[config.mk]
export PLATFORM = sky130hd
export DESIGN_NAME = interrupt_routing_and_rate_config
export DESIGN_NICKNAME = d
export VERILOG_FILES = /design/src/core/event_route_pkg.sv /design/src/core/interrupt_routing_and_rate_config.sv
export SDC_FILE = /design/constraint.sdc
export NUM_CORES = 1
export LEC_CHECK = 0
export ABC_AREA = 1
export BUFFER_PORTS_ARGS = -buffer_cell sky130_fd_sc_hd__buf_2
export CAP_MARGIN = 20
export CORE_AREA = 2 2 91 93
export DETAILED_ROUTE_END_ITERATION = 12
export DIE_AREA = 0 0 93 95
export HOLD_SLACK_MARGIN = 0.1
export PLACE_DENSITY = 0.59
export SLEW_MARGIN = 0
export SYNTH_ARGS = -nofsm -noshare
export SYNTH_HDL_FRONTEND = slang
export SYNTH_SLANG_ARGS = --single-unit
[constraint.sdc]
create_clock -name clk -period 1.1 [get_ports clk]
set_clock_uncertainty 0.05 [all_clocks]
set_input_delay 0.165 -clock clk [delete_from_list [all_inputs] [get_ports clk]]
set_output_delay 0.165 -clock clk [all_outputs]
set_load 0.01 [all_outputs]
[src/core/event_route_pkg.sv]
`default_nettype none

package event_route_pkg;

  // ---------------------------------------------------------------
  // Register map
  // ---------------------------------------------------------------
  localparam logic [7:0] STATUS_ADDR   = 8'h0f;
  localparam logic [7:0] PIN_ONE_ADDR  = 8'h2a;
  localparam logic [7:0] PIN_TWO_ADDR  = 8'h2b;
  localparam logic [7:0] RATE_CFG_ADDR = 8'h2c;

  localparam logic [7:0] PIN_ROUTE_RESET = 8'h00;
  localparam logic [7:0] RATE_CFG_RESET  = 8'h13;
  localparam logic [7:0] UNMAPPED_READ   = 8'h00;

  // ---------------------------------------------------------------
  // Field layout
  // ---------------------------------------------------------------
  localparam int NUM_SOURCES    = 7;
  localparam int POLARITY_BIT   = 7;
  localparam int RANGE_MSB      = 7;
  localparam int RANGE_LSB      = 6;
  localparam int RESERVED_BIT   = 5;
  localparam int NARROW_BW_BIT  = 4;
  localparam int EXT_TRIG_BIT   = 3;
  localparam int RATE_MSB       = 2;
  localparam int RATE_LSB       = 0;

  // Source positions inside the routing and status words
  localparam int SRC_NEW_SAMPLE = 0;
  localparam int SRC_Q_READY    = 1;
  localparam int SRC_Q_WMARK    = 2;
  localparam int SRC_Q_OVERRUN  = 3;
  localparam int SRC_OVER_THR   = 4;
  localparam int SRC_UNDER_THR  = 5;
  localparam int SRC_AWAKE      = 6;

  // Range and rate codes after normalisation
  localparam logic [1:0] RANGE_2G   = 2'h0;
  localparam logic [1:0] RANGE_4G   = 2'h1;
  localparam logic [1:0] RANGE_8G   = 2'h2;
  localparam logic [2:0] RATE_400HZ = 3'h5;

  typedef struct packed {
    logic                   active_low;
    logic [NUM_SOURCES-1:0] sources;
  } pin_route_t;

  typedef struct packed {
    logic [1:0] range;
    logic       reserved;
    logic       narrow_filter_select;
    logic       external_trigger_select;
    logic [2:0] rate;
  } rate_cfg_t;

endpackage

`default_nettype wire

[src/core/interrupt_routing_and_rate_config.sv]
// Overview of operation
// - Low seven routing bits enable sources
// - Top routing bit one makes pin low-active
// - Pin asserts on OR of enabled sources
// - No source routed: pin not driven
// - Fixed source order, awake down to sample
// - Second routing register drives pin two
// - Status register shows every raw source
// - Range field selects 2, 4, 8 g
// - Narrow bit picks quarter or half bandwidth
// - Bit three takes timing from pin two
// - Rate field selects 12.5 to 400 Hz
`timescale 1ns/10ps
`default_nettype none

module interrupt_routing_and_rate_config
  import event_route_pkg::*;
(
  input  wire logic                   clk,
  input  wire logic                   arst_n,
  input  wire logic                   reg_wr,
  input  wire logic                   reg_rd,
  input  wire logic [7:0]             reg_addr,
  input  wire logic [7:0]             reg_wdata,
  output var  logic [7:0]             reg_rdata,
  output var  logic                   status_read,
  input  wire logic [NUM_SOURCES-1:0] event_sources,
  output var  logic                   event_pin_one_out,
  output var  logic                   event_pin_one_oe,
  input  wire logic                   event_pin_two_in,
  output var  logic                   event_pin_two_out,
  output var  logic                   event_pin_two_oe,
  output var  logic                   ext_trigger,
  output var  logic [1:0]             range_sel,
  output var  logic                   narrow_filter_select,
  output var  logic                   external_trigger_select,
  output var  logic [2:0]             rate_sel
);

  // ---------------------------------------------------------------
  // Decoding helpers
  // ---------------------------------------------------------------
  function automatic logic pin_level(input pin_route_t r,
                                     input logic [NUM_SOURCES-1:0] s);
    logic hit;
    hit = |(r.sources & s);
    pin_level = r.active_low ? ~hit : hit;
  endfunction

  function automatic logic [1:0] range_decode(input logic [1:0] c);
    range_decode = c[1] ? RANGE_8G : (c[0] ? RANGE_4G : RANGE_2G);
  endfunction

  function automatic logic [2:0] rate_decode(input logic [2:0] c);
    rate_decode = (c > RATE_400HZ) ? RATE_400HZ : c;
  endfunction

  pin_route_t pin_one_route;
  pin_route_t pin_two_route;
  rate_cfg_t  rate_range_config;
  logic       pin_two_sync1;
  logic       pin_two_sync2;
  logic       pin_two_prev;

  // ---------------------------------------------------------------
  // Register writes
  // ---------------------------------------------------------------
  always_ff @(posedge clk or negedge arst_n) begin
    if (!arst_n) begin
      pin_one_route <= pin_route_t'(PIN_ROUTE_RESET);
    end else if (reg_wr && reg_addr == PIN_ONE_ADDR) begin
      pin_one_route <= pin_route_t'(reg_wdata);
    end
  end

  always_ff @(posedge clk or negedge arst_n) begin
    if (!arst_n) begin
      pin_two_route <= pin_route_t'(PIN_ROUTE_RESET);
    end else if (reg_wr && reg_addr == PIN_TWO_ADDR) begin
      pin_two_route <= pin_route_t'(reg_wdata);
    end
  end

  always_ff @(posedge clk or negedge arst_n) begin
    if (!arst_n) begin
      rate_range_config <= rate_cfg_t'(RATE_CFG_RESET);
    end else if (reg_wr && reg_addr == RATE_CFG_ADDR) begin
      rate_range_config <= rate_cfg_t'(reg_wdata);
    end
  end

  // ---------------------------------------------------------------
  // Register reads
  // ---------------------------------------------------------------
  // Read data lands one cycle after the strobe; a status read also
  // pulses status_read so detectors can clear their latched events.
  always_ff @(posedge clk or negedge arst_n) begin
    if (!arst_n) begin
      reg_rdata <= UNMAPPED_READ;
    end else if (reg_rd) begin
      case (reg_addr)
        STATUS_ADDR:   reg_rdata <= {1'b0, event_sources};
        PIN_ONE_ADDR:  reg_rdata <= pin_one_route;
        PIN_TWO_ADDR:  reg_rdata <= pin_two_route;
        RATE_CFG_ADDR: reg_rdata <= rate_range_config;
        default:       reg_rdata <= UNMAPPED_READ;
      endcase
    end
  end

  always_ff @(posedge clk or negedge arst_n) begin
    if (!arst_n) begin
      status_read <= 1'b0;
    end else begin
      status_read <= reg_rd && reg_addr == STATUS_ADDR;
    end
  end

  // ---------------------------------------------------------------
  // Interrupt pins
  // ---------------------------------------------------------------
  always_ff @(posedge clk or negedge arst_n) begin
    if (!arst_n) begin
      event_pin_one_out <= 1'b0;
      event_pin_one_oe  <= 1'b0;
    end else begin
      event_pin_one_out <= pin_level(pin_one_route, event_sources);
      event_pin_one_oe  <= |pin_one_route.sources;
    end
  end

  // Pin two turns into a trigger input while external timing is on,
  // so the routing is parked then to avoid fighting the driver.
  always_ff @(posedge clk or negedge arst_n) begin
    if (!arst_n) begin
      event_pin_two_out <= 1'b0;
      event_pin_two_oe  <= 1'b0;
    end else begin
      event_pin_two_out <= pin_level(pin_two_route, event_sources);
      event_pin_two_oe  <= (|pin_two_route.sources) &&
                           !rate_range_config.external_trigger_select;
    end
  end

  // ---------------------------------------------------------------
  // External trigger on pin two
  // ---------------------------------------------------------------
  always_ff @(posedge clk or negedge arst_n) begin
    if (!arst_n) begin
      pin_two_sync1 <= 1'b0;
      pin_two_sync2 <= 1'b0;
      pin_two_prev  <= 1'b0;
    end else begin
      pin_two_sync1 <= event_pin_two_in;
      pin_two_sync2 <= pin_two_sync1;
      pin_two_prev  <= pin_two_sync2;
    end
  end

  always_ff @(posedge clk or negedge arst_n) begin
    if (!arst_n) begin
      ext_trigger <= 1'b0;
    end else begin
      ext_trigger <= rate_range_config.external_trigger_select &&
                     pin_two_sync2 && !pin_two_prev;
    end
  end

  // ---------------------------------------------------------------
  // Configuration outputs
  // ---------------------------------------------------------------
  always_ff @(posedge clk or negedge arst_n) begin
    if (!arst_n) begin
      range_sel               <= RANGE_2G;
      narrow_filter_select    <= RATE_CFG_RESET[NARROW_BW_BIT];
      external_trigger_select <= RATE_CFG_RESET[EXT_TRIG_BIT];
      rate_sel                <= RATE_CFG_RESET[RATE_MSB:RATE_LSB];
    end else begin
      range_sel               <= range_decode(rate_range_config.range);
      narrow_filter_select <= rate_range_config.narrow_filter_select;
      external_trigger_select <= rate_range_config.external_trigger_select;
      rate_sel                <= rate_decode(rate_range_config.rate);
    end
  end

  // ---------------------------------------------------------------
  // Checks
  // ---------------------------------------------------------------
  pin_one_level_a: assert property (@(posedge clk) disable iff (!arst_n)
    event_pin_one_out == ($past(pin_one_route.active_low) ^
      |($past(pin_one_route.sources) & $past(event_sources))))
    else $error("pin one level wrong");

  pin_two_polar_a: assert property (@(posedge clk) disable iff (!arst_n)
    ($past(pin_two_route.active_low) &&
     ($past(pin_two_route.sources & event_sources) == 7'h00))
      |-> event_pin_two_out)
    else $error("low-active idle pin not high");

  pin_or_hit_a: assert property (@(posedge clk) disable iff (!arst_n)
    (|(pin_one_route.sources & event_sources)) |=>
      event_pin_one_out != $past(pin_one_route.active_low))
    else $error("enabled source did not assert pin");

  pin_float_a: assert property (@(posedge clk) disable iff (!arst_n)
    (pin_one_route.sources == 7'h00) |=> !event_pin_one_oe)
    else $error("unrouted pin driven");

  pin_two_drive_a: assert property (@(posedge clk) disable iff (!arst_n)
    (|pin_two_route.sources && !rate_range_config.external_trigger_select)
      |=> event_pin_two_oe)
    else $error("routed pin two not driven");

  status_view_a: assert property (@(posedge clk) disable iff (!arst_n)
    (reg_rd && reg_addr == STATUS_ADDR) |=>
      (reg_rdata == {1'b0, $past(event_sources)} && status_read))
    else $error("status read wrong");

  range_map_a: assert property (@(posedge clk) disable iff (!arst_n)
    $past(rate_range_config.range[1]) |-> range_sel == RANGE_8G)
    else $error("range code 1x not 8 g");

  rate_clip_a: assert property (@(posedge clk) disable iff (!arst_n)
    rate_sel == ($past(rate_range_config.rate) > RATE_400HZ ?
                 RATE_400HZ : $past(rate_range_config.rate)))
    else $error("rate decode wrong");

  ext_trig_a: assert property (@(posedge clk) disable iff (!arst_n)
    ext_trigger |-> $past(rate_range_config.external_trigger_select) &&
      !event_pin_two_oe ##1 !ext_trigger)
    else $error("trigger without external mode");

  narrow_bw_a: assert property (@(posedge clk) disable iff (!arst_n)
    narrow_filter_select == $past(rate_range_config.narrow_filter_select))
    else $error("bandwidth select lags");

  pin_one_drive_a: assert property (@(posedge clk) disable iff (!arst_n)
    (|pin_one_route.sources) |=> event_pin_one_oe)
    else $error("routed pin one not driven");

  pin_one_polar_a: assert property (@(posedge clk) disable iff (!arst_n)
    ($past(pin_one_route.active_low) &&
     ($past(pin_one_route.sources & event_sources) == 7'h00))
      |-> event_pin_one_out)
    else $error("low-active idle pin one not high");

  pin_one_order_a: assert property (@(posedge clk) disable iff (!arst_n)
    (pin_one_route.sources == 7'h40 && !pin_one_route.active_low &&
     event_sources[SRC_AWAKE]) |=> event_pin_one_out)
    else $error("awake source not on bit six");

  pin_two_order_a: assert property (@(posedge clk) disable iff (!arst_n)
    (pin_two_route.sources == 7'h01 && event_sources[SRC_NEW_SAMPLE] &&
     !rate_range_config.external_trigger_select) |=>
      (event_pin_two_oe &&
       event_pin_two_out != $past(pin_two_route.active_low)))
    else $error("new sample source not on bit zero");

  pin_two_level_a: assert property (@(posedge clk) disable iff (!arst_n)
    event_pin_two_out == ($past(pin_two_route.active_low) ^
      |($past(pin_two_route.sources) & $past(event_sources))))
    else $error("pin two level wrong");

  pin_two_float_a: assert property (@(posedge clk) disable iff (!arst_n)
    (pin_two_route.sources == 7'h00) |=> !event_pin_two_oe)
    else $error("unrouted pin two driven");

  pin_two_park_a: assert property (@(posedge clk) disable iff (!arst_n)
    rate_range_config.external_trigger_select |=> !event_pin_two_oe)
    else $error("pin two driven in trigger mode");

  trig_edge_a: assert property (@(posedge clk) disable iff (!arst_n)
    ($rose(pin_two_sync2) && rate_range_config.external_trigger_select)
      |=> ext_trigger)
    else $error("trigger edge missed");

  ext_copy_a: assert property (@(posedge clk) disable iff (!arst_n)
    external_trigger_select ==
      $past(rate_range_config.external_trigger_select))
    else $error("trigger select lags");

  status_pulse_a: assert property (@(posedge clk) disable iff (!arst_n)
    status_read |-> $past(reg_rd && reg_addr == STATUS_ADDR))
    else $error("status pulse without status read");

  rdata_hold_a: assert property (@(posedge clk) disable iff (!arst_n)
    !$past(reg_rd) |-> $stable(reg_rdata))
    else $error("read data changed without read");

  route_store_a: assert property (@(posedge clk) disable iff (!arst_n)
    (reg_wr && reg_addr == PIN_TWO_ADDR) |=>
      pin_two_route == $past(reg_wdata))
    else $error("pin two routing not stored");

  cfg_store_a: assert property (@(posedge clk) disable iff (!arst_n)
    (reg_wr && reg_addr == RATE_CFG_ADDR) |=>
      rate_range_config == $past(reg_wdata))
    else $error("rate config not stored");

  range_four_a: assert property (@(posedge clk) disable iff (!arst_n)
    ($past(rate_range_config.range) == 2'h1) |-> range_sel == RANGE_4G)
    else $error("range code 01 not 4 g");

  range_two_a: assert property (@(posedge clk) disable iff (!arst_n)
    ($past(rate_range_config.range) == 2'h0) |-> range_sel == RANGE_2G)
    else $error("range code 00 not 2 g");

  rate_keep_a: assert property (@(posedge clk) disable iff (!arst_n)
    ($past(rate_range_config.rate) < RATE_400HZ) |->
      rate_sel == $past(rate_range_config.rate))
    else $error("low rate code altered");

endmodule

`default_nettype wire

Word-level counts from Yosys, hierarchy flattened
Cells that the tools add are included.
{"block": "classes", "magnitude_cmp": 1, "n_eq_ne": 4, "mux": 6, "bitwise": 4, "reduce_logical": 13}
{"op": "8-bit case mux with 4 select lines", "count": 1}
{"op": "7-bit OR reduction", "count": 4}
{"op": "8-bit by 6-bit == test with 1-bit output, second input constant", "count": 3}
{"op": "7-bit AND", "count": 2}
{"op": "8-bit by 4-bit == test with 1-bit output, second input constant", "count": 1}
{"op": "1-bit logical AND", "count": 7}
{"op": "3-bit > comparator, second input constant", "count": 1}
{"op": "1-bit two-way mux", "count": 3}
{"op": "3-bit two-way mux", "count": 1}
{"op": "1-bit zero test", "count": 2}
{"op": "2-bit two-way mux", "count": 1}
{"op": "1-bit NOT", "count": 2}
{"block": "word_totals", "ff_bits": 48, "inputBits": 28, "output_inout_bits": 21, "wordCells": 51}

Longest topological paths before layout
{"block": "depth", "word_depth": 4, "mapped_depth": 8, "mapped_depth_nobuf": 7}

Least setup slack after synthesis
No wires, ideal clock.
{"block": "synth_path", "path_kind": "in2reg", "startpoint": "input reg_addr[6]", "endpoint": "register rate_range_config[2] (netlist name)", "setup_time_ns": 0.126, "arrival_ns": 0.915, "t_required_ns": 0.924, "path_slack_ns": 0.009, "stages": 7, "n_path_buf": 1, "path_cell_list": "inv_1 -> nand2_4 -> nor2_4 -> nand2_4 -> nor2_4 -> buf_6 -> o21ai_0"}
{"block": "synth_between", "elab_chain_cells": 2}
{"element": "from (decl)", "line": "interrupt_routing_and_rate_config.sv:23", "source": "input wire logic [7:0] reg_addr,"}
{"element": "8-bit by 6-bit == test with 1-bit output", "line": "interrupt_routing_and_rate_config.sv:87", "source": "end else if (reg_wr && reg_addr == RATE_CFG_ADDR) begin"}
{"element": "1-bit logical AND", "line": "interrupt_routing_and_rate_config.sv:87"}
{"element": "to (signal assigned)", "line": "interrupt_routing_and_rate_config.sv:86", "source": "rate_range_config <= rate_cfg_t'(RATE_CFG_RESET);"}
{"element": "to (signal assigned)", "line": "interrupt_routing_and_rate_config.sv:88", "source": "rate_range_config <= rate_cfg_t'(reg_wdata);"}
{"element": "to (decl)", "line": "interrupt_routing_and_rate_config.sv:60", "source": "rate_cfg_t rate_range_config;"}
No other way between the ends.
A chain may end at the register's enable or synchronous reset.

Final worst setup path
{"block": "layout_path", "startpoint": "register rate_sel[1]", "endpoint": "output rate_sel[1]"}
{"element": "from (decl)", "line": "interrupt_routing_and_rate_config.sv:37", "source": "output var logic [2:0] rate_sel"}
{"element": "from (signal assigned)", "line": "interrupt_routing_and_rate_config.sv:177", "source": "rate_sel <= RATE_CFG_RESET[RATE_MSB:RATE_LSB];"}
{"element": "from (signal assigned)", "line": "interrupt_routing_and_rate_config.sv:182", "source": "rate_sel <= rate_decode(rate_range_config.rate);"}
No word-level cell between the ends.

==> results_dict.tcl <==
set metrics [dict create \
    drtPass1Iterations 4 \
    p_leak_nw 1.64 \
    die_width_um 93 \
    die_h_um 95 \
    grt.overflow.total 0 \
    cts-buffers-inserted 5 \
    drv_cap 0 \
    clk_latency_ns 0.30 \
    cts_buffer_depth 2 \
    avgSynthCellArea_um2 8.68 \
    worst_slack_ns -0.0420 \
    cp_slowest_cell "dfstp_2" \
    wl_per_cell_um 13.0 \
    power_density_mw_per_mm2 1210 \
    layout_common_cells "80 x nand2_1, 45 x buf_2, 38 x dfrtp_1" \
    max_freq_ghz 0.876 \
    gp_congestion 0.839 \
    final_layout_size_suffix_gt1_share_pct 32.8 \
    pre_cts_ws_ns -0.193 \
    setup_viol 3 \
    first_iter_violations 79 \
    regArea_mm2 0.00121 \
    ys_seq_area_share_pct 52.1 \
    viasPerCell 4.46 \
    final.min_clock_period_ns 1.14 \
    worstPathRequired_ns 0.88 \
    dr_total_vias 1988 \
    ys_ff_latch 48 \
    violations "negative setup slack" \
    drv_slew 0 \
    grt_pass1_wl_um 9560 \
    vdd_drop_max_mv 0.760 \
    die-area_mm2 0.00884 \
    cts_sinks 48 \
    grt_use_total_pct 14.2 \
    cts_root_buf "clkbuf_8" \
    status "complete, but fails checks" \
    ios 49 \
    num-fill-cells 840 \
    layout_worst_path_cycle_share_pct 104 \
    yosysWarnings 0 \
    portBuffers 48 \
    multi_input_comb_area_um2 991 \
    antenna_found_initial 0 \
    syn_inst 267 \
    ys_types 24 \
    crit_fanout 1 \
    path_class "reg2out" \
    wl_um 5780 \
    rsz0062_at_grt "yes" \
    synth.area.top_cells "dfrtp_1 45%, nand2_1 13%, nand3_1 6.9%, dfstp_2 6.8%, o21ai_0 5.8%" \
    fin_util_pct 38.6 \
    layout.nets 368 \
    final_common_cell "nand2_1" \
    synth_top_cell_by_area "dfrtp_1" \
    worst_path_dominant_cell_family "flip-flops" \
    worstPathArrival_ns 0.93 \
    worstMarginPinSlew_ns 0.347 \
    synth_area_mm2 0.00232 \
    drc_errors 0 \
    synth_top_area_share_pct 45.3 \
    ant_nets 0 \
    cts_max_level 2 \
    slew_headroom_pct 76.8 \
    synth_fp_nets 295 \
    min_path_type "in2reg" \
    path_buf_inv 1 \
    areaGrowthSynthToFinish_pct 31.9 \
    startpoint_type "flop" \
    grt_pass1_vias 1958 \
    core-area_mm2 0.00793 \
    path_cells "buf_6" \
    grt_max_degree 49 \
    row_count 33 \
    diodes 0 \
    cts_tree "built" \
    initial_utilization_pct 29.2 \
    endpoint_kind "primary output" \
    cpPeakStageDelay_ns 0.54 \
    hold_viol 0 \
    path_clk_slew_ns 0.09 \
    dp.final_hpwl_um 4550 \
]
path summary, 6_finish.rpt:
kind,from,endpoint,slack [ns],cells after the start
max,rate_sel[1]$_DFF_PN1_,rate_sel[1],-0.04,1
min,reg_rd,reg_rdata[5]$_DFFE_PN0P_,0.11,3
max reg2reg,pin_one_route[3]$_DFFE_PN0P_,event_pin_one_out$_DFF_PN0_,0.01,5
min reg2reg,pin_two_sync1$_DFF_PN0_,pin_two_sync2$_DFF_PN0_,0.30,0
max in group asynchronous,arst_n,narrow_filter_select$_DFF_PN1_,0.40,3
min in group asynchronous,arst_n,rate_sel[2]$_DFF_PN0_,0.32,3
metal layers:
layer	GRT usage (%)	wire [um]	vias up
met2	23.1	2770	46
met1	18.4	2640	926
met3	3.35	241	12
met4	5.27	128	0
met5	0	0	-
li1	-	-	1004
final cells by class:
class / count / area share (%)
Sequential cell: 48 / 39.7
Multi-Input combinational cell: 188 / 32.4
Timing Repair Buffer: 72 / 16.8
Tap cell: 105 / 4.29
Inverter: 25 / 3.07
Clock buffer: 5 / 2.25
Clock inverter: 3 / 1.51
power by group:
part | leakage, nW | switching (W) | internal (W) | total, W
Clock | 0.0548 | 0.000605 | 0.000685 | 0.00129
Combinational | 1.02 | 0.000270 | 0.000200 | 0.000471
Sequential | 0.568 | 0.0000719 | 0.00187 | 0.00194
Total | 1.64 | 0.000947 | 0.00275 | 0.00370
registers in the layout (all words and copies together) (netlist names), 2 cells and up:
name               cells
reg_rdata              8
range_sel              2
pin_two_route          8
pin_one_route          8
rate_sel               3
rate_range_config      8
stage by stage:
step           power, W  instance area, um2  std cells  hold slack (ns)  setup TNS, ns
4_1_cts         0.00374                3020        445            0.124         -0.160
5_1_grt         0.00390                3060        446            0.122         -0.244
2_1_floorplan   0.00214                2320        267           -0.181              0
6_report        0.00370                3060        446            0.110         -0.115
3_5_place_dp    0.00239                2780        427            0.119          -4.01
3_3_place_gp    0.00239                2780        427            0.121          -3.17
synthesized netlist by cell type:
master / instances
a22o_1: 1
dfstp_2: 6
nand2_2: 10
nor2_1: 10
o21ai_1: 2
inv_2: 1
nand2_4: 4
clkbuf_1: 2
o21ai_2: 4
inv_1: 23
nor3_1: 1
nand2_1: 80
nor4_1: 2
nand4_1: 2
nor2_4: 6
dfrtp_1: 42
nand3_1: 32
buf_8: 1
clkinv_1: 1
o22ai_1: 2
nor2_8: 2
o21ai_0: 27
buf_6: 3
a21oi_1: 3
cells by family (layout without fill, tap and decap cells):
| logic type | after synthesis | in the layout | synth area share, % |
|---|---|---|---|
| flops | 48 | 48 | 52.1 |
| buf+inv | 31 | 105 | 6.48 |
| compound gates | 39 | 39 | 9.34 |
| simple gates | 149 | 149 | 32.1 |
timing repair:
| item | CTS | global route |
|---|---|---|
| resized for setup | 4 | 13 |
| pin swaps | 0 | 2 |
| hold buffers | 10 | 0 |
| hold endpoints to repair | 68 | 0 |
| setup endpoints to repair | 4 | 11 |
| setup buffers | 0 | 1 |
Note: power is estimated with default switching activity, not from simulation.
